--- src/design/smcg_pkg.sv ---
// Package: register map, field positions and types for sleep clock gating
package smcg_pkg;
    // System control base and register offsets (byte addresses)
    localparam logic [31:0] SMCG_SYSCTL_BASE = 32'h400F_E000;
    localparam logic [11:0] SMCG_RUN_CFG_OFS = 12'h060;
    localparam logic [11:0] SMCG_RUN_GATE_OFS = 12'h104;
    localparam logic [11:0] SMCG_SLEEP_GATE_OFS = 12'h114;
    localparam logic [11:0] SMCG_DEEP_GATE_OFS = 12'h124;
    localparam logic [11:0] SMCG_MODE_OFS = 12'h200;
    localparam logic [11:0] SMCG_IRQ_STAT_OFS = 12'h204;
    localparam logic [11:0] SMCG_IRQ_MASK_OFS = 12'h208;
    localparam logic [11:0] SMCG_FAULT_ADDR_OFS = 12'h20C;

    // Gate bit positions
    localparam int SMCG_BIT_ASYNC0 = 0;
    localparam int SMCG_BIT_ASYNC1 = 1;
    localparam int SMCG_BIT_SYNC = 4;
    localparam int SMCG_BIT_QUAD = 8;
    localparam int SMCG_BIT_CNT0 = 16;
    localparam int SMCG_BIT_CNT1 = 17;
    localparam int SMCG_BIT_CNT2 = 18;
    localparam int SMCG_BIT_COMP = 24;

    // Writable bits of the gating registers
    localparam logic [31:0] SMCG_GATE_WMASK = 32'h0107_0113;
    localparam logic [31:0] SMCG_GATE_RESET = 32'h0000_0000;
    // Automatic gating select bit in the run clock configuration
    localparam int SMCG_BIT_AUTO = 27;
    localparam logic [31:0] SMCG_CFG_WMASK = 32'h0800_0000;
    localparam logic [31:0] SMCG_CFG_RESET = 32'h0000_0000;

    // Interrupt status bits
    localparam int SMCG_IRQ_FAULT = 0;
    localparam int SMCG_IRQ_MODE = 1;
    localparam int SMCG_IRQ_W = 2;

    // Number of gated peripheral units
    localparam int SMCG_UNITS = 8;

    // Power modes
    typedef enum logic [2:0]
    {
        SMCG_RUN = 3'b001,
        SMCG_SLEEP = 3'b010,
        SMCG_DEEP = 3'b100
    } smcg_mode_e;

    // Peripheral access request from the system bus
    typedef struct packed
    {
        logic valid;
        logic [2:0] unit;
        logic [11:0] addr;
    } smcg_periph_req_s;

    // Register bus request
    typedef struct packed
    {
        logic wr;
        logic rd;
        logic [31:0] addr;
        logic [31:0] wdata;
    } smcg_bus_s;
endpackage

--- src/design/smcg_gate_reg.sv ---
// One gating register with write mask and reset value
`timescale 1ns/1ps
module smcg_gate_reg
#(
    parameter logic [31:0] WMASK = 32'h0000_0000,
    parameter logic [31:0] RESET = 32'h0000_0000
)
(
    input wire logic clk_i,
    input wire logic sys_rst_i,
    input wire logic wr_i,
    input wire logic [31:0] wdata_i,
    output logic [31:0] value_o
);
    logic [31:0] value_reg;
    logic [31:0] value_next;

    // Only mapped bits take writes; reserved bits stay zero
    assign value_next = wr_i ? (wdata_i & WMASK) : value_reg;

    // Storage
    always_ff @(posedge clk_i)
    begin
        if (sys_rst_i)
            value_reg <= RESET;
        else
            value_reg <= value_next;
    end

    assign value_o = value_reg;
endmodule

--- src/design/smcg_fault_chk.sv ---
// Bus fault check for accesses to a gated peripheral unit
`timescale 1ns/1ps
module smcg_fault_chk
    import smcg_pkg::*;
#(
    parameter int UNITS = SMCG_UNITS
)
(
    input wire logic clk_i,
    input wire logic sys_rst_i,
    input smcg_pkg::smcg_periph_req_s req_i,
    input wire logic [UNITS-1:0] enable_i,
    output logic grant_o,
    output logic fault_o
);
    // Refuse unit counts that the 3-bit unit index cannot serve
    if (UNITS < 1 || UNITS > 8)
    begin
        $error("UNITS must lie in 1..8");
    end

    logic fault_reg;
    logic fault_next;
    logic unit_on;

    // Clocked unit passes, unclocked unit faults
    assign unit_on = (32'(req_i.unit) < UNITS) && enable_i[req_i.unit];
    assign grant_o = req_i.valid && unit_on;
    assign fault_next = req_i.valid && !unit_on;

    // Fault response one cycle after the access
    always_ff @(posedge clk_i)
    begin
        if (sys_rst_i)
            fault_reg <= 1'b0;
        else
            fault_reg <= fault_next;
    end

    assign fault_o = fault_reg;
endmodule

--- src/design/smcg_top.sv ---
// Sleep mode clock gating controller with register port and fault check
//
// Added by the designer: the plain strobed port.
`timescale 1ns/1ps
// Functional notes
// - Each gate bit enables one unit clock
// - Access to unclocked unit ends in fault
// - Sleep gating register resets to zero
// - Every gate bit resets to unclocked
// - Run, sleep, deep gates follow power mode with auto gating; run gate in every mode without it
// - Sleep settings used only with auto gating
// - Sleep register decodes at offset 0x114
module smcg_top
    import smcg_pkg::*;
(
    input wire logic clk_i,
    input wire logic sys_rst_i,
    input wire logic [31:0] addr_i,
    input wire logic [31:0] wdata_i,
    input wire logic wr_i,
    input wire logic rd_i,
    output logic [31:0] rdata_o,
    input wire logic sleep_req_i,
    input wire logic deep_req_i,
    input smcg_pkg::smcg_periph_req_s periph_req_i,
    output logic periph_grant_o,
    output logic periph_fault_o,
    output logic [SMCG_UNITS-1:0] unit_clk_en_o,
    output logic [2:0] mode_o,
    output logic irq_o
);
    import smcg_pkg::*;

    // Register port bundle and block decode
    smcg_bus_s bus;
    logic in_block;
    logic [11:0] ofs;

    // Per-register selects
    logic sel_cfg;
    logic sel_run;
    logic sel_sleep;
    logic sel_deep;
    logic sel_mode;
    logic sel_stat;
    logic sel_mask;
    logic sel_faddr;

    // Per-register write strobes
    logic wr_cfg;
    logic wr_run;
    logic wr_sleep;
    logic wr_deep;
    logic wr_stat;
    logic wr_mask;

    // Register contents and read path
    logic [31:0] cfg_val;
    logic [31:0] run_val;
    logic [31:0] sleep_val;
    logic [31:0] deep_val;
    logic [31:0] mode_word;
    logic [31:0] stat_word;
    logic [31:0] mask_word;
    logic [31:0] faddr_word;
    logic [31:0] rd_mux;
    logic [31:0] rdata_reg;

    // Gate set in force and per-unit enables
    logic [31:0] active_gate;
    logic en_async0;
    logic en_async1;
    logic en_sync;
    logic en_quad;
    logic en_cnt0;
    logic en_cnt1;
    logic en_cnt2;
    logic en_comp;
    logic [SMCG_UNITS-1:0] clk_en_reg;
    logic [SMCG_UNITS-1:0] clk_en_next;

    // Power mode
    smcg_mode_e mode_reg;
    smcg_mode_e mode_next;
    logic mode_chg;

    // Interrupt status, mask and fault capture
    logic [SMCG_IRQ_W-1:0] stat_reg;
    logic [SMCG_IRQ_W-1:0] stat_next;
    logic [SMCG_IRQ_W-1:0] mask_reg;
    logic [SMCG_IRQ_W-1:0] mask_next;
    logic [SMCG_IRQ_W-1:0] stat_set;
    logic [SMCG_IRQ_W-1:0] stat_clr;
    logic [11:0] faddr_reg;
    logic [11:0] faddr_next;
    logic fault;
    logic fault_cap;
    logic auto_on;

    // Mapped gate bits, built from the bit positions
    localparam logic [31:0] UNIT_MAP = (32'h0000_0001 << SMCG_BIT_ASYNC0)
        | (32'h0000_0001 << SMCG_BIT_ASYNC1)
        | (32'h0000_0001 << SMCG_BIT_SYNC)
        | (32'h0000_0001 << SMCG_BIT_QUAD)
        | (32'h0000_0001 << SMCG_BIT_CNT0)
        | (32'h0000_0001 << SMCG_BIT_CNT1)
        | (32'h0000_0001 << SMCG_BIT_CNT2)
        | (32'h0000_0001 << SMCG_BIT_COMP);

    // Elaboration checks: eight units, map equals writable bits
    if (SMCG_UNITS != 8)
    begin
        $error("smcg_top serves exactly eight units");
    end
    if (UNIT_MAP != SMCG_GATE_WMASK)
    begin
        $error("gate bit map differs from the write mask");
    end

    // Bundle the register port
    assign bus.wr = wr_i;
    assign bus.rd = rd_i;
    assign bus.addr = addr_i;
    assign bus.wdata = wdata_i;

    // Address decode within the system control block
    assign in_block = (bus.addr[31:12] == SMCG_SYSCTL_BASE[31:12]);
    assign ofs = bus.addr[11:0];
    assign sel_cfg = in_block && (ofs == SMCG_RUN_CFG_OFS);
    assign sel_run = in_block && (ofs == SMCG_RUN_GATE_OFS);
    assign sel_sleep = in_block && (ofs == SMCG_SLEEP_GATE_OFS);
    assign sel_deep = in_block && (ofs == SMCG_DEEP_GATE_OFS);
    assign sel_mode = in_block && (ofs == SMCG_MODE_OFS);
    assign sel_stat = in_block && (ofs == SMCG_IRQ_STAT_OFS);
    assign sel_mask = in_block && (ofs == SMCG_IRQ_MASK_OFS);
    assign sel_faddr = in_block && (ofs == SMCG_FAULT_ADDR_OFS);

    // Write strobes per register
    assign wr_cfg = bus.wr && sel_cfg;
    assign wr_run = bus.wr && sel_run;
    assign wr_sleep = bus.wr && sel_sleep;
    assign wr_deep = bus.wr && sel_deep;
    assign wr_stat = bus.wr && sel_stat;
    assign wr_mask = bus.wr && sel_mask;

    // Run clock configuration holding the auto gating select
    smcg_gate_reg #(.WMASK(SMCG_CFG_WMASK), .RESET(SMCG_CFG_RESET)) u_cfg
    (
        .clk_i(clk_i),
        .sys_rst_i(sys_rst_i),
        .wr_i(wr_cfg),
        .wdata_i(bus.wdata),
        .value_o(cfg_val)
    );

    // Run mode gating register
    smcg_gate_reg #(.WMASK(SMCG_GATE_WMASK), .RESET(SMCG_GATE_RESET)) u_run
    (
        .clk_i(clk_i),
        .sys_rst_i(sys_rst_i),
        .wr_i(wr_run),
        .wdata_i(bus.wdata),
        .value_o(run_val)
    );

    // Sleep mode gating register, all zero after reset
    smcg_gate_reg #(.WMASK(SMCG_GATE_WMASK), .RESET(SMCG_GATE_RESET)) u_slp
    (
        .clk_i(clk_i),
        .sys_rst_i(sys_rst_i),
        .wr_i(wr_sleep),
        .wdata_i(bus.wdata),
        .value_o(sleep_val)
    );

    // Deep sleep gating register
    smcg_gate_reg #(.WMASK(SMCG_GATE_WMASK), .RESET(SMCG_GATE_RESET)) u_dsl
    (
        .clk_i(clk_i),
        .sys_rst_i(sys_rst_i),
        .wr_i(wr_deep),
        .wdata_i(bus.wdata),
        .value_o(deep_val)
    );

    // Power mode follows the requests; deep sleep has priority
    always_comb
    begin
        if (deep_req_i)
            mode_next = SMCG_DEEP;
        else if (sleep_req_i)
            mode_next = SMCG_SLEEP;
        else
            mode_next = SMCG_RUN;
    end

    // Mode register
    always_ff @(posedge clk_i)
    begin
        if (sys_rst_i)
            mode_reg <= SMCG_RUN;
        else
            mode_reg <= mode_next;
    end

    // Automatic gating select from the run configuration
    assign auto_on = cfg_val[SMCG_BIT_AUTO];

    // Gate set in force for the current mode
    always_comb
    begin
        case (mode_reg)
            SMCG_SLEEP: active_gate = auto_on ? sleep_val : run_val;
            SMCG_DEEP: active_gate = auto_on ? deep_val : run_val;
            default: active_gate = run_val;
        endcase
    end

    // Pick each unit's gate bit out of the set in force
    assign en_async0 = active_gate[SMCG_BIT_ASYNC0];
    assign en_async1 = active_gate[SMCG_BIT_ASYNC1];
    assign en_sync = active_gate[SMCG_BIT_SYNC];
    assign en_quad = active_gate[SMCG_BIT_QUAD];
    assign en_cnt0 = active_gate[SMCG_BIT_CNT0];
    assign en_cnt1 = active_gate[SMCG_BIT_CNT1];
    assign en_cnt2 = active_gate[SMCG_BIT_CNT2];
    assign en_comp = active_gate[SMCG_BIT_COMP];

    // Gather mapped bits into one enable per unit
    assign clk_en_next = {
        en_comp,
        en_cnt2,
        en_cnt1,
        en_cnt0,
        en_quad,
        en_sync,
        en_async1,
        en_async0
    };

    // Registered clock enables, all units off after reset
    always_ff @(posedge clk_i)
    begin
        if (sys_rst_i)
            clk_en_reg <= '0;
        else
            clk_en_reg <= clk_en_next;
    end

    // Fault check against the enables in force
    smcg_fault_chk #(.UNITS(SMCG_UNITS)) u_chk
    (
        .clk_i(clk_i),
        .sys_rst_i(sys_rst_i),
        .req_i(periph_req_i),
        .enable_i(clk_en_reg),
        .grant_o(periph_grant_o),
        .fault_o(fault)
    );

    // Events: access refused, power mode moving
    assign fault_cap = periph_req_i.valid && !periph_grant_o;
    assign mode_chg = (mode_next != mode_reg);

    // Capture the address of a faulting access
    assign faddr_next = fault_cap
        ? periph_req_i.addr : faddr_reg;

    // Sticky events: fault and mode change; set wins over clear
    assign stat_set = {mode_chg, fault};
    assign stat_clr = wr_stat
        ? bus.wdata[SMCG_IRQ_W-1:0] : '0;
    assign stat_next = (stat_reg & ~stat_clr) | stat_set;
    assign mask_next = wr_mask
        ? bus.wdata[SMCG_IRQ_W-1:0] : mask_reg;

    // Sticky status register
    always_ff @(posedge clk_i)
    begin
        if (sys_rst_i)
            stat_reg <= '0;
        else
            stat_reg <= stat_next;
    end

    // Interrupt mask register
    always_ff @(posedge clk_i)
    begin
        if (sys_rst_i)
            mask_reg <= '0;
        else
            mask_reg <= mask_next;
    end

    // Address of the last refused access
    always_ff @(posedge clk_i)
    begin
        if (sys_rst_i)
            faddr_reg <= '0;
        else
            faddr_reg <= faddr_next;
    end

    // Zero-extended read words for the narrow registers
    assign mode_word = 32'(mode_reg);
    assign stat_word = 32'(stat_reg);
    assign mask_word = 32'(mask_reg);
    assign faddr_word = 32'(faddr_reg);

    // Read selection; reserved bits and unmapped offsets read zero
    always_comb
    begin
        if (sel_cfg)
            rd_mux = cfg_val;
        else if (sel_run)
            rd_mux = run_val;
        else if (sel_sleep)
            rd_mux = sleep_val;
        else if (sel_deep)
            rd_mux = deep_val;
        else if (sel_mode)
            rd_mux = mode_word;
        else if (sel_stat)
            rd_mux = stat_word;
        else if (sel_mask)
            rd_mux = mask_word;
        else if (sel_faddr)
            rd_mux = faddr_word;
        else
            rd_mux = 32'h0000_0000;
    end

    // Read data one cycle after the strobe, zero otherwise
    always_ff @(posedge clk_i)
    begin
        if (sys_rst_i)
            rdata_reg <= 32'h0000_0000;
        else
            rdata_reg <= bus.rd ? rd_mux : 32'h0000_0000;
    end

    // Outputs from registers
    assign rdata_o = rdata_reg;
    assign unit_clk_en_o = clk_en_reg;
    assign periph_fault_o = fault;
    assign mode_o = mode_reg;

    // Level interrupt from unmasked sticky bits
    assign irq_o = |(stat_reg & mask_reg);
endmodule

--- config.mk ---
export PLATFORM = sky130hd
export DESIGN_NAME = smcg_top
export DESIGN_NICKNAME = d
export VERILOG_FILES = /design/src/design/smcg_pkg.sv /design/src/design/smcg_gate_reg.sv /design/src/design/smcg_fault_chk.sv /design/src/design/smcg_top.sv
export SDC_FILE = /design/constraint.sdc
export NUM_CORES = 1
export LEC_CHECK = 0
export ABC_AREA = 1
export BUFFER_PORTS_ARGS = -buffer_cell sky130_fd_sc_hd__buf_2
export CORE_UTILIZATION = 35
export CTS_BUF_LIST = sky130_fd_sc_hd__clkbuf_8
export DETAILED_ROUTE_END_ITERATION = 10
export PLACE_DENSITY = 0.7
export SLEW_MARGIN = 10
export SYNTH_ARGS = -nofsm -noshare
export SYNTH_HDL_FRONTEND = slang
export SYNTH_HIERARCHICAL = 1
export SYNTH_SLANG_ARGS = --single-unit
--- constraint.sdc ---
create_clock -name clk_i -period 1.9 [get_ports clk_i]
set_clock_uncertainty 0.15 [all_clocks]
set_input_delay 0.095 -clock clk_i [delete_from_list [all_inputs] [get_ports clk_i]]
set_output_delay 0.095 -clock clk_i [all_outputs]
set_load 0.02 [all_outputs]
==> After elaboration in Yosys (flattened, before gate mapping) <==
Cells that the tools add are included.
{ "word_totals": {"latch_bits": 0, "mem_bits_ro": 0, "ff_bits": 85, "mem_bits_rw": 0, "out_inout_bits": 46, "in_bits": 86, "memories": 0, "elab_cells": 75} }
{ "op_classes": {"n_bitwise": 6, "div": 0, "eq_ne": 12, "shifts": 0, "n_lt_le_gt_ge": 1, "addsub": 0, "multipliers": 0, "n_mux": 16, "reduce_logical": 25} }
{ "op_table": {"columns": ["cell", "count"], "rows": [
  ["2-to-1 mux 25 bit", 5],
  ["one-hot mux 25 bit (2 select lines)", 1],
  ["equality test 12 x 10 -> 1 bit (second input constant)", 4],
  ["2-to-1 mux 12 bit", 4],
  ["equality test 12 x 9 -> 1 bit (second input constant)", 3],
  ["2-to-1 mux 28 bit", 1],
  ["equality test 20 x 19 -> 1 bit (second input constant)", 1],
  ["logical AND 1 bit", 17],
  ["equality test 12 x 7 -> 1 bit (second input constant)", 1],
  ["OR reduction 10 bit", 1],
  ["OR reduction 9 bit", 1],
  ["OR reduction 6 bit", 1],
  ["bitwise AND 2 bit", 2],
  ["less-than comparator 3 x 4 -> 1 bit (second input constant)", 1],
  ["2-to-1 mux 2 bit", 2],
  ["OR reduction 2 bit", 2],
  ["binary-select mux 1 bit (select 3 bit)", 1],
  ["equality test 3 x 2 -> 1 bit (second input constant)", 1],
  ["equality test 3 bit (second input constant)", 1],
  ["2-to-1 mux 3 bit", 1],
  ["inequality test 3 bit", 1],
  ["OR reduction 3 bit", 1],
  ["zero test 1 bit", 2],
  ["inverter 1 bit", 2],
  ["other kinds (3)", 3]
]} }

==> Logic depth before layout (Yosys ltp) <==
Gate-level depths: netlist of run 1.
{ "depth": {"word_depth": 10, "depth_mapped": 14, "depth_no_buf": 13} }

==> Cells and area by module <==
The synthesis of run 1 kept the hierarchy.
{ "by_module_without_submodules": {"columns": ["module", "cells_each", "area_each_um2", "n_inst"], "rows": [
  ["smcg_top", 554, 3553.4, 1],
  ["smcg_gate_reg at u_dsl ...", 76, 525.5, 3],
  ["smcg_gate_reg at u_cfg", 39, 281.5, 1],
  ["smcg_fault_chk", 36, 163.9, 1]
]} }

==> Worst setup path after synthesis of run 1 <==
OpenSTA, ideal clock, no wires.
{ "synth_timing": {"kind": "register -> register", "start": "register mode_reg[2] (netlist: mode_o[2])", "end": "register clk_en_reg[0] (netlist: unit_clk_en_o[0])", "period_less_slack_ps": 1828, "setup_time_ps": 128, "required_ps": 1622, "path_stages_with_launch": 8, "path_slack_ps": 72, "arrival_time_ps": 1550, "path_cell_list": "dfxtp_1 > inv_1 > nor3_1 > inv_1 > nand2_1 > inv_1 > a221oi_1 > nor2_1"} }
{ "synth_via": {"elab_chain_cells": 2, "elab_cells_between_ends": 3, "cone_classes": "eq/ne: 2; mux: 1"} }
{ "synth_lines": {"columns": ["element", "line", "source"], "rows": [
  ["start: declaration", "smcg_top.sv:83", "smcg_mode_e mode_reg;"],
  ["start signal: assignment", "smcg_top.sv:203", "mode_reg <= mode_next;"],
  ["equality test 3 bit / equality test 3 x 2 -> 1 bit (equally long branches)", "smcg_top.sv:212", "case (mode_reg)"],
  ["one-hot mux 25 bit (2 select lines) (*)", "smcg_top.sv:212", null],
  ["end signal: assignment", "smcg_top.sv:247", "clk_en_reg <= clk_en_next;"],
  ["end: declaration", "smcg_top.sv:79", "logic [SMCG_UNITS-1:0] clk_en_reg;"]
]} }
Every way passes the cells marked *; elsewhere a longest branch is shown, timed or not.
A chain may end at the register's enable or synchronous reset.

==> Worst setup path in the final report of run 1 <==
{ "layout_timing": {"start": "register mode_reg[2] (netlist: mode_o[2])", "end": "register clk_en_reg[4] (netlist: unit_clk_en_o[4])"} }
The elaborated chain is that of the path after synthesis.

==> results of run 1 <==
==> stage by stage <==
step	power (mW)	cells	setup WS (ps)	hold slack, ps	util, %
3_5_place_dp	2.18	1173	17.4	182	39.5
5_1_grt	3.80	1216	67.1	30.4	42.7
4_1_cts	3.67	1216	153	28.5	42.7
3_3_place_gp	2.17	1173	9.86	173	39.5
6_report	3.63	1216	211	35.3	42.7
2_1_floorplan	2.18	956	72.0	14.4	-
==> layer usage <==
layer / global-route usage, % / vias up
li1: - / 2811
met1: 20.7 / 2280
met2: 28.9 / 103
met3: 3.63 / 20
met4: 6.85 / 0
met5: 0 / -
==> placed cells by master (no fill, tap or decap), drive strengths merged <==
cell         instances
nor4                 1
nand4                4
o211ai              26
a21oi               43
o21ai               56
bufinv               2
dlygate4sd3         27
nand3               95
inv                101
clkinvlp             1
nand2              174
dfxtp               85
a221oi               5
conb               103
a22o                 1
a41oi                1
buf                147
and2                 1
clkinv               1
nor3                 6
or2                  6
clkbuf              11
nor2               106
a31oi                2
==> cell families after synthesis <==
group                  after synthesis
other                                4
buffers and inverters              241
DFF                                 85
AOI/OAI and AO/OA                  134
and+or+nand+nor                    393
==> path summary, 6_finish.rpt <==
path                      endpoint  slack [ps]           from  cells after the start
setup / recovery  unit_clk_en_o[4]         210      mode_o[2]                      8
hold / removal         stat_reg[0]          40      sys_rst_i                      3
setup reg to reg  unit_clk_en_o[4]         210      mode_o[2]                      8
hold reg to reg        stat_reg[0]         310  u_chk/fault_o                      2
==> final cells by class <==
cell class / count / area share (%)
Multi-Input combinational cell: 630 / 43.6
Sequential cell: 85 / 25.9
Timing Repair Buffer: 174 / 17.2
Inverter: 100 / 5.74
Tap cell: 211 / 4.02
Clock buffer: 11 / 2.31
Clock inverter: 5 / 1.14
==> report_power, final <==
part           total, mW  internal (mW)  switching (mW)
Clock               1.45          0.803           0.650
Combinational      0.354          0.151           0.203
Sequential          1.82           1.81          0.0161
Total               3.63           2.76           0.869
==> worst max-delay path, stage by stage, from the launching register on <==
cell,delay (ps)
dfxtp_1,360
inv_1,80
nor3_1,210
inv_1,90
nand2_1,70
inv_1,110
buf_4,160
a221oi_1,270
nor2_1,70
==> what timing repair did <==
| item | CTS | global route |
|---|---|---|
| resized for setup | 0 | 1 |
| hold endpoints to repair | 45 | 0 |
| hold buffers | 27 | 0 |
| buffers inserted | 0 | 0 |
| endpoints found under the setup margin | 0 | 2 |
==> reports/metrics.yaml, run 1 <==
startpoint_type: "register"
finalHoldViolCount: 0
htree_levels: 3
clkLatencyLatePin_ps: 370
io-pin-count: 132
io_buffers: 108
maxCapViolCount: 0
synth_fa_ha_area_share_pct: 0
dieArea_um2: 16400
path_max_fanout: 7
critical_path_class: "register to register"
synth_top_cell_area_share_pct: 30.5
cts_buffers: 9
coreArea_um2: 15400
ys_seq_area_share_pct: 30.5
syn_area_um2: 5580
route.detailed.drc: 0
muxShareOfSynthArea_pct: 0
area_delta_synth_final_pct: 17.7
synth-seq-cells: 85
clkTransAtPathRegs_ps: 80
antenna_cells: 0
track_usage_pct: 17.0
outcome: "complete, no violations"
drive_gt1_share_pct: 18.9
period_needed_ps: 1690
area.sequential_um2: 1700
max_clock_freq_mhz: 592
synth_top_family_by_area: "simple AND/OR/NAND/NOR gates"
die_y_um: 128
grt_max_degree: 48
post-synth-top-count-cell: "nand2_1"
slew_violations: 0
multi_input_area_um2: 2860
fillerInstances: 1608
rows: 45
synth.avg_cell_area_um2: 6.51
place_area_um2: 6060
netlist_top_cells_area: "dfxtp_1 31%, buf_4 14%, nand2_1 11%"
start_util_pct: 36.3
synth_edf_count: 0
die_w_um: 128
syn_inst: 857
synth-async-reset-ratio_pct: 0
grt_antenna_before_repair: 0
drtAntennaViolNets: 0
hpwlAfterDp_um: 10000
finalSetupTns_ps: 0
gp_congestion: 0.901
synth_compound_area_share_pct: 13.9
highest_layer: "met4"
power.density_nw_per_um2: 553
numClockSinks: 85
crit_required_ps: 2010
cp.arrival_ps: 1800
yosys.area_share.simple_pct: 30.5
finalWirelength_um: 13200
clock_path_buffers: 2
synth_common_cells: "169 x nand2_1, 106 x buf_4, 97 x inv_1, 97 x nor2_1, 93 x nand3_1"
cts_tree: "built"
ys.flop_type: "dfxtp_1"
fin_crit_sh_pct: 88.9
rsz0062_at_grt: "false"
p_leak_nw: 3.23
synthXorXnorAreaFrac_pct: 0
wl_met3_um: 493
synth_cell_type_count: 35
grt_pass1_wl_um: 21800
yosysTopAreaCell: "dfxtp_1"
grt_pass1_vias: 4626
largest_reg_flops: 32
vias_per_cell: 4.29
wl_met1_um: 6170
fin_area_um2: 6560
drt_iter0_drc: 333
met2_length_um: 6270
worst_setup_path_end_kind: "register"
cts_root_buf: "clkbuf_8"
num_vias: 5214
wl_per_cell_um: 10.9
min_path_type: "input port to register"
firstDrtPassIters: 5
setup_violations: 0
yosysWarnings: 6
nNetsFinal: 1086
irDropWorstVdd_uv: 307
grt_overflow: 0
Note: power is estimated with default switching activity, not from simulation.
==> inputs of run 2 (changes only) <==
--- a/config.mk
+++ b/config.mk
@@ -7,6 +7,7 @@
 export LEC_CHECK = 0
 export ABC_AREA = 1
 export BUFFER_PORTS_ARGS = -buffer_cell sky130_fd_sc_hd__buf_2
+export CORE_ASPECT_RATIO = 0.5
 export CORE_UTILIZATION = 35
 export CTS_BUF_LIST = sky130_fd_sc_hd__clkbuf_8
 export DETAILED_ROUTE_END_ITERATION = 10
==> reports/metrics.yaml, run 2 (synthesized netlist as in run 1, its figures left out) <==
clkTransAtPathRegs_ps: 90  # was 80 ps
p_leak_nw: 3.20  # was 3.23 nW
coreArea_um2: 15500  # was 15400 um2
worst_setup_path_end_kind: "register"  # unchanged
setup_slack_ps: 101  # was 211 ps
antenna_cells: 0  # unchanged
fillerInstances: 1596  # was 1608
path_max_fanout: 8  # was 7
worst_pin_slew_ps: 541
final_cell_mix: "169 x nand2_1, 108 x buf_2, 103 x conb_1"  # unchanged
firstDrtPassIters: 5  # unchanged
clock_path_buffers: 2  # unchanged
nNetsFinal: 1081  # was 1086
rsz0062_at_grt: "true"  # was false
drtAntennaViolNets: 0  # unchanged
outcome: "complete, no violations"  # unchanged
rows: 32  # was 45
io_buffers: 108  # unchanged
maxCapViolCount: 0  # unchanged
grt_pass1_vias: 4989  # was 4626
clkLatencyLatePin_ps: 370  # about the same
cp.arrival_ps: 1900  # was 1800 ps
wl_per_cell_um: 11.5  # was 10.9 um
largest_reg_flops: 32  # unchanged
grt_antenna_before_repair: 0  # unchanged
setup_violations: 0  # unchanged
grt_max_degree: 53  # was 48
min_path_type: "input port to register"  # unchanged
finalHoldViolCount: 0  # unchanged
drive_gt1_share_pct: 18.7  # was 18.9%
finalWirelength_um: 13800  # was 13200 um
gp_congestion: 0.867  # was 0.901
slew_violations: 0  # unchanged
slew_headroom_pct: 63.9
io-pin-count: 132  # unchanged
crit_required_ps: 2000  # was 2010 ps
cts_tree: "built"  # unchanged
die_y_um: 91.2  # was 128 um
cts_root_buf: "clkbuf_8"  # unchanged
hpwlAfterDp_um: 10400  # was 10000 um
post_cts_buffers: 0  # unchanged
cts_buffers: 9  # unchanged
htree_levels: 3  # unchanged
period_needed_ps: 1800  # was 1690 ps
dieArea_um2: 16500  # was 16400 um2
irDropWorstVdd_uv: 303  # was 307 uV
place_ws_ps: 4.84  # was 17.4 ps
max_clock_freq_mhz: 556  # was 592 MHz
critical_path_class: "register to register"  # unchanged
die_w_um: 180  # was 128 um
num_vias: 5371  # was 5214
power.density_nw_per_um2: 537  # was 553 nW/um2
start_util_pct: 36.0  # was 36.3%
route.detailed.drc: 0  # unchanged
numClockSinks: 85  # unchanged
startpoint_type: "register"  # unchanged
grt_overflow: 0  # unchanged
area_delta_synth_final_pct: 16.9  # was 17.7%
track_usage_pct: 17.4  # was 17.0%
drt_iter0_drc: 413  # was 333
vias_per_cell: 4.46  # was 4.29
mostFrequentLayoutCell: "nand2_1"  # unchanged
power_mw: 3.50  # was 3.63 mW
fin_crit_sh_pct: 94.7  # was 88.9%
grt_pass1_wl_um: 23400  # was 21800 um
finalSetupTns_ps: 0  # unchanged
-- run 2: report_power, final --
group          internal (mW)  switching [mW]
sequential              1.81          0.0198
clock                  0.641           0.684
combinational          0.146           0.203
-- run 2: cell type report --
class | instances | area (um2) | area share [%]
clock buffer | 10 | 138 | 2.11
clock inverter | 5 | 61.3 | 0.941
inverter | 100 | 377 | 5.78
multi-input combinational | 630 | 2870 | 44.0
sequential | 85 | 1700 | 26.1
tap | 204 | 255 | 3.92
timing repair buffer | 169 | 1110 | 17.1
-- run 2: stage by stage --
step,instance area [um2],hold WS (ps),utilization (%),std cells
global placement,6050,173,39.1,1162
CTS,6510,0.853,42.0,1203
detailed placement,6050,177,39.1,1162
global route,6520,63.2,42.0,1203
floorplan,5950,14.4,-,956
finish,6520,22.6,42.0,1203
-- run 2: path summary, 6_finish.rpt --
kind | to | slack (ps) | start | cells after the start
hold / removal | stat_reg[0] | 20 | wr_i | 4
setup / recovery | unit_clk_en_o[0] | 100 | mode_o[2] | 7
setup reg to reg | unit_clk_en_o[0] | 100 | mode_o[2] | 7
hold reg to reg | stat_reg[0] | 320 | u_chk/fault_o | 2
-- run 2: per-layer routing --
metal,GRT usage (%),vias up,part of all wire [%]
met4,3.42,0,0.96
met1,22.4,2412,46
met5,0,-,0
li1,-,2801,-
met3,3.61,13,5.6
met2,30.3,145,47
-- run 2: what timing repair did --
item,in CTS,in global routing
hold endpoints to repair,44,0
gates resized for setup,0,1
setup endpoints to repair,0,3
hold buffers,26,0
-- run 2: worst max-delay path: stages (launching register included) --
cell and delay, ps:
dfxtp_1 430, inv_1 100, nor3_1 230, inv_1 120
nand2_1 80, inv_1 120, a221oi_1 390, nor2_1 70
